--- config.mk ---
export PLATFORM = sky130hd
export DESIGN_NAME = pci_power_mgmt_csr
export DESIGN_NICKNAME = d
export VERILOG_FILES = /design/src/design/pci_power_mgmt_csr.v
export VERILOG_INCLUDE_DIRS = /design/src /design/src/pkg
export SDC_FILE = /design/constraint.sdc
export NUM_CORES = 1
export LEC_CHECK = 0
export ABC_AREA = 1
export BUFFER_PORTS_ARGS = -buffer_cell sky130_fd_sc_hd__buf_2
export CAP_MARGIN = 15
export CELL_PAD_IN_SITES_DETAIL_PLACEMENT = 1
export CELL_PAD_IN_SITES_GLOBAL_PLACEMENT = 2
export CORE_AREA = 5 5 61 63
export DETAILED_ROUTE_END_ITERATION = 16
export DIE_AREA = 0 0 66 68
export GPL_TIMING_DRIVEN = 0
export PLACE_DENSITY_LB_ADDON = 0.1
export SYNTH_ARGS = -nofsm -noshare
export SYNTH_HDL_FRONTEND = slang
export SYNTH_SLANG_ARGS = --single-unit
--- constraint.sdc ---
create_clock -name CORE_CLK -period 1 [get_ports CORE_CLK]
set_input_delay 0.05 -clock CORE_CLK [delete_from_list [all_inputs] [get_ports CORE_CLK]]
set_output_delay 0.05 -clock CORE_CLK [all_outputs]
set_load 0.005 [all_outputs]
--- src/pkg/pm_csr_defs.vh ---
// Offsets, field positions and codes of the power-management config registers
`ifndef PM_CSR_DEFS_VH
`define PM_CSR_DEFS_VH
`define PMCS_OFFSET      8'h48
`define PMEXT_OFFSET     8'h4a
`define CAP_OFFSET       8'h46
`define WAKE_FLAG_BIT    15
`define WAKE_EN_BIT      8
`define PWR_LO_BIT       0
`define PWR_HI_BIT       1
`define LIGHT_SLEEP_BIT  9
`define LVL_D0           2'h0
`define LVL_D1           2'h1
`define LVL_D2           2'h2
`define LVL_D3HOT        2'h3
`define PMCS_RESET       16'h0000
`define PMEXT_VALUE      16'h0000
`define BE_LO            0
`define BE_HI            1
`define SUP_NONE         5'h00
`define DYN_SEL_VALUE    6'h00
`define DYN_FLAG_VALUE   1'h0
`define RSVD_HI_VALUE    3'h0
`define RSVD_LO_VALUE    2'h0
`define LIGHT_SLEEP_CAP  1'h0
`define D2_CAPABLE       1'h1
`define CAP_LOW_VALUE    9'h001
`define POWER_REPORT_VAL 8'h00
`define BRIDGE_EXT_VAL   8'h00
`define WORD_ZERO        16'h0000
`define FLAG_RESET       1'h0
`define EN_RESET         1'h0
`endif

--- src/design/pci_power_mgmt_csr.v ---
// Power-management control/status and extension registers in config space
// Contract
// RL1 - Wake flag sets on every wake event, whatever the enable says.
// RL2 - Writing one to the wake flag clears it and drops the wake output.
// RL3 - Writing zero to the wake flag changes nothing.
// RL4 - Wake enable gates the wake output.
// RL5 - Wake enable resets to zero without cold-state wake support.
// RL6 - With cold-state wake support the enable survives reset; software clears it. Here only COLD_WAKE, not WAKE_SUPPORT[4] alone, keeps it.
// RL7 - With no wake support advertised the enable reads zero, read-only.
// RL8 - Dynamic info select bits 14-9 read zero.
// RL9 - Dynamic info flag bit 4 reads zero.
// RL10 - Reserved bits 7-5 and 3-2 read zero; writes ignored.
// RL11 - Power level field bits 1-0: 00 D0, 10 D2, 11 D3hot.
// RL12 - Code 01 (light sleep) is unsupported and not entered.
// RL13 - Register survives the internal reset on D3hot to D0.
// RL14 - Extension register is read-only zero.
// RL15 - Power report value bits 15-8 read 00h.
// RL16 - Bridge extension field bits 7-0 read 00h.
// RL17 - Capability light-sleep bit reads zero.
// RL18 - Wake output is flag AND enable, registered on the core clock.
`timescale 1ns/10ps
`include "pm_csr_defs.vh"
module pci_power_mgmt_csr #(
   parameter COLD_WAKE = 1'b0,
   parameter [4:0] WAKE_SUPPORT = 5'h0c
) (
   CORE_CLK,
   RST_B,
   FUNC_RST_B,
   CFG_ADDR,
   CFG_WR,
   CFG_RD,
   CFG_BE,
   CFG_WDATA,
   WAKE_EVENT,
   CFG_RDATA,
   POWER_LEVEL,
   WAKE_OUT
);
   input  wire        CORE_CLK;
   input  wire        RST_B;
   input  wire        FUNC_RST_B;
   input  wire [7:0]  CFG_ADDR;
   input  wire        CFG_WR;
   input  wire        CFG_RD;
   input  wire [1:0]  CFG_BE;
   input  wire [15:0] CFG_WDATA;
   input  wire        WAKE_EVENT;
   output reg  [15:0] CFG_RDATA;
   output reg  [1:0]  POWER_LEVEL;
   output reg         WAKE_OUT;

   // ************************************
   // State and next-state values
   // ************************************
   reg         flag_q;
   reg         flag_d;
   reg         en_q;
   reg         en_d;
   reg  [1:0]  lvl_q;
   reg  [1:0]  lvl_d;
   reg         wake_d;
   reg  [15:0] rdata_d;

   // ************************************
   // Internal reset input
   // ************************************
   // Internal D3hot-to-D0 reset: deliberately unused
   // Registers must survive it
   // RL13

   // ************************************
   // Address and byte-lane decode
   // ************************************
   wire        cs_hit;
   wire        ext_hit;
   wire        cap_hit;
   wire        cs_wr;
   wire        wr_lo;
   wire        wr_hi;

   assign cs_hit  = (CFG_ADDR == `PMCS_OFFSET);
   assign ext_hit = (CFG_ADDR == `PMEXT_OFFSET);
   assign cap_hit = (CFG_ADDR == `CAP_OFFSET);
   assign cs_wr   = CFG_WR & cs_hit;
   assign wr_lo   = cs_wr & CFG_BE[`BE_LO];
   assign wr_hi   = cs_wr & CFG_BE[`BE_HI];

   // ************************************
   // Write data fields
   // ************************************
   wire        wr_flag_bit;
   wire        wr_en_bit;
   wire [1:0]  wr_lvl_code;
   wire        clr_req;
   wire        lvl_legal;
   wire        lvl_req;

   assign wr_flag_bit = CFG_WDATA[`WAKE_FLAG_BIT];
   assign wr_en_bit   = CFG_WDATA[`WAKE_EN_BIT];
   assign wr_lvl_code = CFG_WDATA[`PWR_HI_BIT:`PWR_LO_BIT];
   assign clr_req     = wr_hi & wr_flag_bit; // RL2 RL3
   assign lvl_legal   = (wr_lvl_code != `LVL_D1); // RL12
   assign lvl_req     = wr_lo & lvl_legal;

   // ************************************
   // Advertised wake support
   // ************************************
   wire        sup_cold;
   wire [3:0]  sup_states;
   wire [4:0]  sup_field;
   wire        wake_capable;

   assign sup_cold     = (COLD_WAKE != 0) | WAKE_SUPPORT[4];
   assign sup_states   = WAKE_SUPPORT[3:0];
   assign sup_field    = {sup_cold, sup_states};
   assign wake_capable = (sup_field != `SUP_NONE); // RL7

   // ************************************
   // Control/status word
   // ************************************
   wire [5:0]  dyn_sel_field;
   wire        dyn_flag_field;
   wire [2:0]  rsvd_hi_field;
   wire [1:0]  rsvd_lo_field;
   wire [15:0] cs_word;

   assign dyn_sel_field  = `DYN_SEL_VALUE; // RL8
   assign dyn_flag_field = `DYN_FLAG_VALUE; // RL9
   assign rsvd_hi_field  = `RSVD_HI_VALUE; // RL10
   assign rsvd_lo_field  = `RSVD_LO_VALUE; // RL10
   assign cs_word        = {flag_q,
                            dyn_sel_field,
                            en_q,
                            rsvd_hi_field,
                            dyn_flag_field,
                            rsvd_lo_field,
                            lvl_q};

   // ************************************
   // Capability word
   // ************************************
   wire        light_sleep_bit;
   wire        d2_bit;
   wire [8:0]  cap_low_field;
   wire [15:0] cap_word;

   assign light_sleep_bit = `LIGHT_SLEEP_CAP; // RL17
   assign d2_bit          = `D2_CAPABLE;
   assign cap_low_field   = `CAP_LOW_VALUE;
   assign cap_word        = {sup_field,
                             d2_bit,
                             light_sleep_bit,
                             cap_low_field};

   // ************************************
   // Extension word
   // ************************************
   // Fixed fields only, no storage
   wire [7:0]  power_report_field;
   wire [7:0]  bridge_ext_field;
   wire [15:0] ext_word;

   assign power_report_field = `POWER_REPORT_VAL; // RL15
   assign bridge_ext_field   = `BRIDGE_EXT_VAL; // RL16
   assign ext_word           = {power_report_field, bridge_ext_field}; // RL14

   // ************************************
   // Wake flag next state
   // ************************************
   // Set wins over a clear in the same cycle
   always @* begin
      flag_d = flag_q;
      if (clr_req)
         flag_d = 1'h0; // RL2
      if (WAKE_EVENT)
         flag_d = 1'h1; // RL1
   end

   // ************************************
   // Wake enable next state
   // ************************************
   always @* begin
      en_d = en_q;
      if (wr_hi)
         en_d = wr_en_bit & wake_capable; // RL7
   end

   // ************************************
   // Power level next state
   // ************************************
   // Code 01 keeps the old level
   always @* begin
      lvl_d = lvl_q;
      if (lvl_req) begin
         case (wr_lvl_code)
            `LVL_D0:    lvl_d = `LVL_D0; // RL11
            `LVL_D2:    lvl_d = `LVL_D2;
            `LVL_D3HOT: lvl_d = `LVL_D3HOT;
            default:    lvl_d = lvl_q; // RL12
         endcase
      end
   end

   // ************************************
   // Wake output next state
   // ************************************
   always @* begin
      wake_d = flag_d & en_d; // RL4 RL18
   end

   // ************************************
   // Read mux
   // ************************************
   // Zero when no read is taken
   always @* begin
      rdata_d = `WORD_ZERO;
      if (CFG_RD) begin
         if (cs_hit)
            rdata_d = cs_word;
         else if (ext_hit)
            rdata_d = ext_word; // RL14
         else if (cap_hit)
            rdata_d = cap_word; // RL17
         else
            rdata_d = `WORD_ZERO;
      end
   end

   // ************************************
   // Wake flag register
   // ************************************
   always @(posedge CORE_CLK or negedge RST_B) begin
      if (!RST_B) begin
         flag_q <= `FLAG_RESET;
      end else begin
         flag_q <= flag_d; // RL3 RL13
      end
   end

   // ************************************
   // Wake enable register
   // ************************************
   generate
      if (COLD_WAKE != 0) begin : g_sticky
         // No reset: kept across resets, software clears it at load
         always @(posedge CORE_CLK) begin
            en_q <= en_d; // RL6
         end
      end else begin : g_cleared
         always @(posedge CORE_CLK or negedge RST_B) begin
            if (!RST_B) begin
               en_q <= `EN_RESET; // RL5
            end else begin
               en_q <= en_d; // RL13
            end
         end
      end
   endgenerate

   // ************************************
   // Power level register
   // ************************************
   always @(posedge CORE_CLK or negedge RST_B) begin
      if (!RST_B) begin
         lvl_q <= `LVL_D0;
      end else begin
         lvl_q <= lvl_d; // RL11 RL13
      end
   end

   // ************************************
   // Read data output
   // ************************************
   always @(posedge CORE_CLK or negedge RST_B) begin
      if (!RST_B) begin
         CFG_RDATA <= `WORD_ZERO;
      end else begin
         CFG_RDATA <= rdata_d;
      end
   end

   // ************************************
   // Power level output
   // ************************************
   always @(posedge CORE_CLK or negedge RST_B) begin
      if (!RST_B) begin
         POWER_LEVEL <= `LVL_D0;
      end else begin
         POWER_LEVEL <= lvl_d;
      end
   end

   // ************************************
   // Wake output
   // ************************************
   always @(posedge CORE_CLK or negedge RST_B) begin
      if (!RST_B) begin
         WAKE_OUT <= `FLAG_RESET;
      end else begin
         WAKE_OUT <= wake_d; // RL18
      end
   end
endmodule

Yosys cells after proc, flatten, opt, wreduce, memory -nomap -nowiden
Cells that the tools add are included.

Register bits after elaboration: 21. Input bits: 32. Output and inout port bits: 19.

Equality and inequality tests: 6. Multiplexer cells: 8. Bitwise gates (word level): 6. Reduce and logical (&&, ||, !) cells: 3.

Operators with widths (count): 2-to-1 mux 16 bit (2); 2-to-1 mux 15 bit (2); == test 8 x 7 -> 1 bit (second input constant) (3); bitwise AND 1 bit (6); case mux 2 bit (3 select lines) (1); == test 2 bit (second input constant) (2); 2-to-1 mux 1 bit (3); nonzero test 3 bit (1); zero test 2 bit (1); inequality test 2 x 1 -> 1 bit (second input constant) (1); AND reduction 2 bit (1).

Longest topological paths before layout
Word-level depth: 7. Gate-level depth with buffers: 8.

Worst setup path before layout
No wires, ideal clock.

Kind: input-to-reg. From: input port CFG_ADDR[6]. To: register POWER_LEVEL[1]. Library setup time: 0.123 ns. Arrival time: 0.624 ns. Data required time: 0.877 ns. Setup slack: 0.252 ns. Cell stages on the path: 7. Cells stage by stage: inv_1 -> nor2_2 -> nand2_2 -> nor2_4 -> nand3_1 -> nor2_1 -> o21ai_1.

Longest elaborated chain between the ends: 5.

RTL lines: start: declaration (line pci_power_mgmt_csr.v:43) `input wire [7:0] CFG_ADDR;`; == test 8 x 7 -> 1 bit (no source line); bitwise AND 1 bit (line pci_power_mgmt_csr.v:85) `assign cs_wr = CFG_WR & cs_hit;`; bitwise AND 1 bit (line pci_power_mgmt_csr.v:86) `` assign wr_lo = cs_wr & CFG_BE[`BE_LO]; ``; bitwise AND 1 bit (line pci_power_mgmt_csr.v:104) `assign lvl_req = wr_lo & lvl_legal;`; AND reduction 2 bit (no source line); end signal: assignment (line pci_power_mgmt_csr.v:288) `` POWER_LEVEL <= `LVL_D0; ``; end signal: assignment (line pci_power_mgmt_csr.v:290) `POWER_LEVEL <= lvl_d;`; end: declaration (line pci_power_mgmt_csr.v:50) `output reg [1:0] POWER_LEVEL;`.

No other way between the ends. A chain may end at the register's enable or synchronous reset.

==> metrics.txt <==
P per Cell Area around 990 mW/mm^2; Site Rows 21; core area 0.00318 mm^2; DPL Wire Length 1170 um; FF/Latch Area 250 um^2; CTS clock-pin slew for the worst setup and hold paths 60 ps; fraction of layout cells with a size suffix above 1 between 50% and 60%; Crit. End Element output pin; Fill cells 398; Ports around 50; Critical Path RT 950 ps; top cell type's share of synthesized area 46.8%; total CTS buffers 3; GRT Overall Usage 6.06%; Synth async-reset ratio 100%; Gate power share between 10% and 20%; status complete, no violations; final-report setup violation count 0; sequential fraction of the synthesis area between 40% and 50%; Max Slew Vio Count 0; HP Class in2reg; share of total power in the clock network 33.0%; Post-Synthesis Cell Area 534 um^2; Initial Util 16.8%; synth warn 0; Static Leak 0.473 nW; P_int 0.609 mW; Tot Pwr between 0.7 and 0.8 mW; Placed Cells around 140; fin crit share between 90 and 100%; DRT Pass-1 Iters 2; utilization of the core after routing 25.0%; Synth Area per Inst 8.76 um^2; Tmin final approximately 950 ps; Die W roughly 66 um; Critical Path Start Type flop; ant diodes 0; final wirelength 1290 um; RSZ-0062 raised after global routing false; post-route insts no fill 147; Sw Ratio between 20 and 25%; Clock Latency Late Sink approximately 250 ps; Yosys reg bits 10; via count approximately 470; P&R area growth vs syn 48.7%; first-pass GRT wire length 2030 um; DRC viols 0; # clock sinks 10; multi-input logic area ~190 um^2; leading cell type in the layout, fill and taps excluded buf_2; PostCTS Resize Cnt 0; Seq pwr share 52.2%; die area 0.00449 mm^2; Max Fclk 1060 MHz; ranking of synthesized cells by area dfrtp_1 47%, buf_4 15%, inv_1 7.7%, nand2_2 4.7%, nand4_1 3.5%; number of global-route vias before repair 466; pin count of the biggest net entering global routing 11; commonest non-fill, non-tap cells in the layout 28 x buf_2, 11 x inv_1, 11 x buf_4; crit path kind reg2out; initial antenna violation count 0; setup TNS 0 ps; CTS tree yes; vias per cell 3.22; Avg WL per Cell 8.75 um; Unique masters post-synth 16; Die Ht 68 um; Longest Clk Path Bufs 2; cell taking the most area after synthesis dfrtp_1; Primary FF master, synth dfrtp_1; hold_buf cts 1; worst endpoint data arrival time 900 ps; max-cap violation count 0; Clock Root Buffer clkbuf_4; Psw 0.179 mW; H-tree depth 1; cell count after synthesis 61; RD Place Congestion ~0.62; global route overflow 0; Detail Route Antenna Nets 0; EDFF count, synth 0; Clock Skew 0.0768 ps; final net count 135; crit path max fanout 3; Buffers on Ports 28; worst ir drop on vdd 0.188 mV; final hold viol count 0; postcts setup bufs 0; 1st-iter DRT viols 6
==> flip-flops by register name, summed over array words and instances (netlist names) <==
signal	cells
flag_q	1
CFG_RDATA	5
WAKE_OUT	1
POWER_LEVEL	2
en_q	1
==> logic make-up after synthesis <==
logic type / synth area share (%)
simple gates: 24.8
buf+inv: 23.2
compound gates: 4.45
other cells: 0.702
flops: 46.8
==> critical path: stages (launching register included) <==
cell and delay, ps:
dfrtp_1 390, buf_4 130, buf_2 110
==> path summary, 6_finish.rpt <==
| check | endpoint | startpoint | slack [ps] | cells past startpoint |
|---|---|---|---|---|
| hold / removal | flag_q | WAKE_EVENT | 8 | 3 |
| hold reg to reg | CFG_RDATA[15] | flag_q | 500 | 2 |
| setup / recovery | CFG_RDATA[13] | CFG_RDATA[14] | 50 | 2 |
| setup reg to reg | en_q | en_q | 300 | 4 |
| min in group asynchronous | POWER_LEVEL[1] | RST_B | 180 | 2 |
| max in group asynchronous | flag_q | RST_B | 630 | 2 |
==> power by group through the flow <==
stage                     combinational, mW  sequential, mW  clock, mW
final                                 0.117           0.411      0.260
after global routing                  0.132           0.412      0.295
after CTS                             0.117           0.411      0.275
after detailed placement              0.114           0.419          0
after global placement                0.111           0.419          0
after floorplan                      0.0550           0.419          0
==> metrics by stage <==
stage | area [um^2] | setup slack [ps] | hold slack, ps
6_report | 795 | 54.1 | 8.28
3_3_place_gp | 762 | 59.0 | -78.8
4_1_cts | 795 | 36.5 | 2.34
2_1_floorplan | 564 | 252 | -246
5_1_grt | 795 | 4.11 | 29.3
3_5_place_dp | 762 | 42.3 | -76.8
==> cell type report <==
class / count / area share (%)
Inverter: 11 / 5.20
Multi-Input combinational cell: 37 / 23.9
Sequential cell: 10 / 31.5
Tap cell: 46 / 7.24
Buffer: 11 / 10.4
Clock buffer: 3 / 2.83
Timing Repair Buffer: 29 / 18.9
==> layer usage <==
metal	GRT usage (%)	part of all wire (%)	routed length, um
met1	7.24	42	544
met2	8.51	44	566
met3	2.63	12	156
met4	4.57	1.5	19
met5	0	0	0
==> synth_stat cells (2+ instances only) <==
cell type   n
nand3_1     2
nand2_1     4
nand2_2     4
buf_4      11
nand4_1     3
inv_1      11
nor2_1      5
o21ai_1     2
dfrtp_1    10
nor2_2      3
No activity file was read; power rests on OpenSTA's default activity.
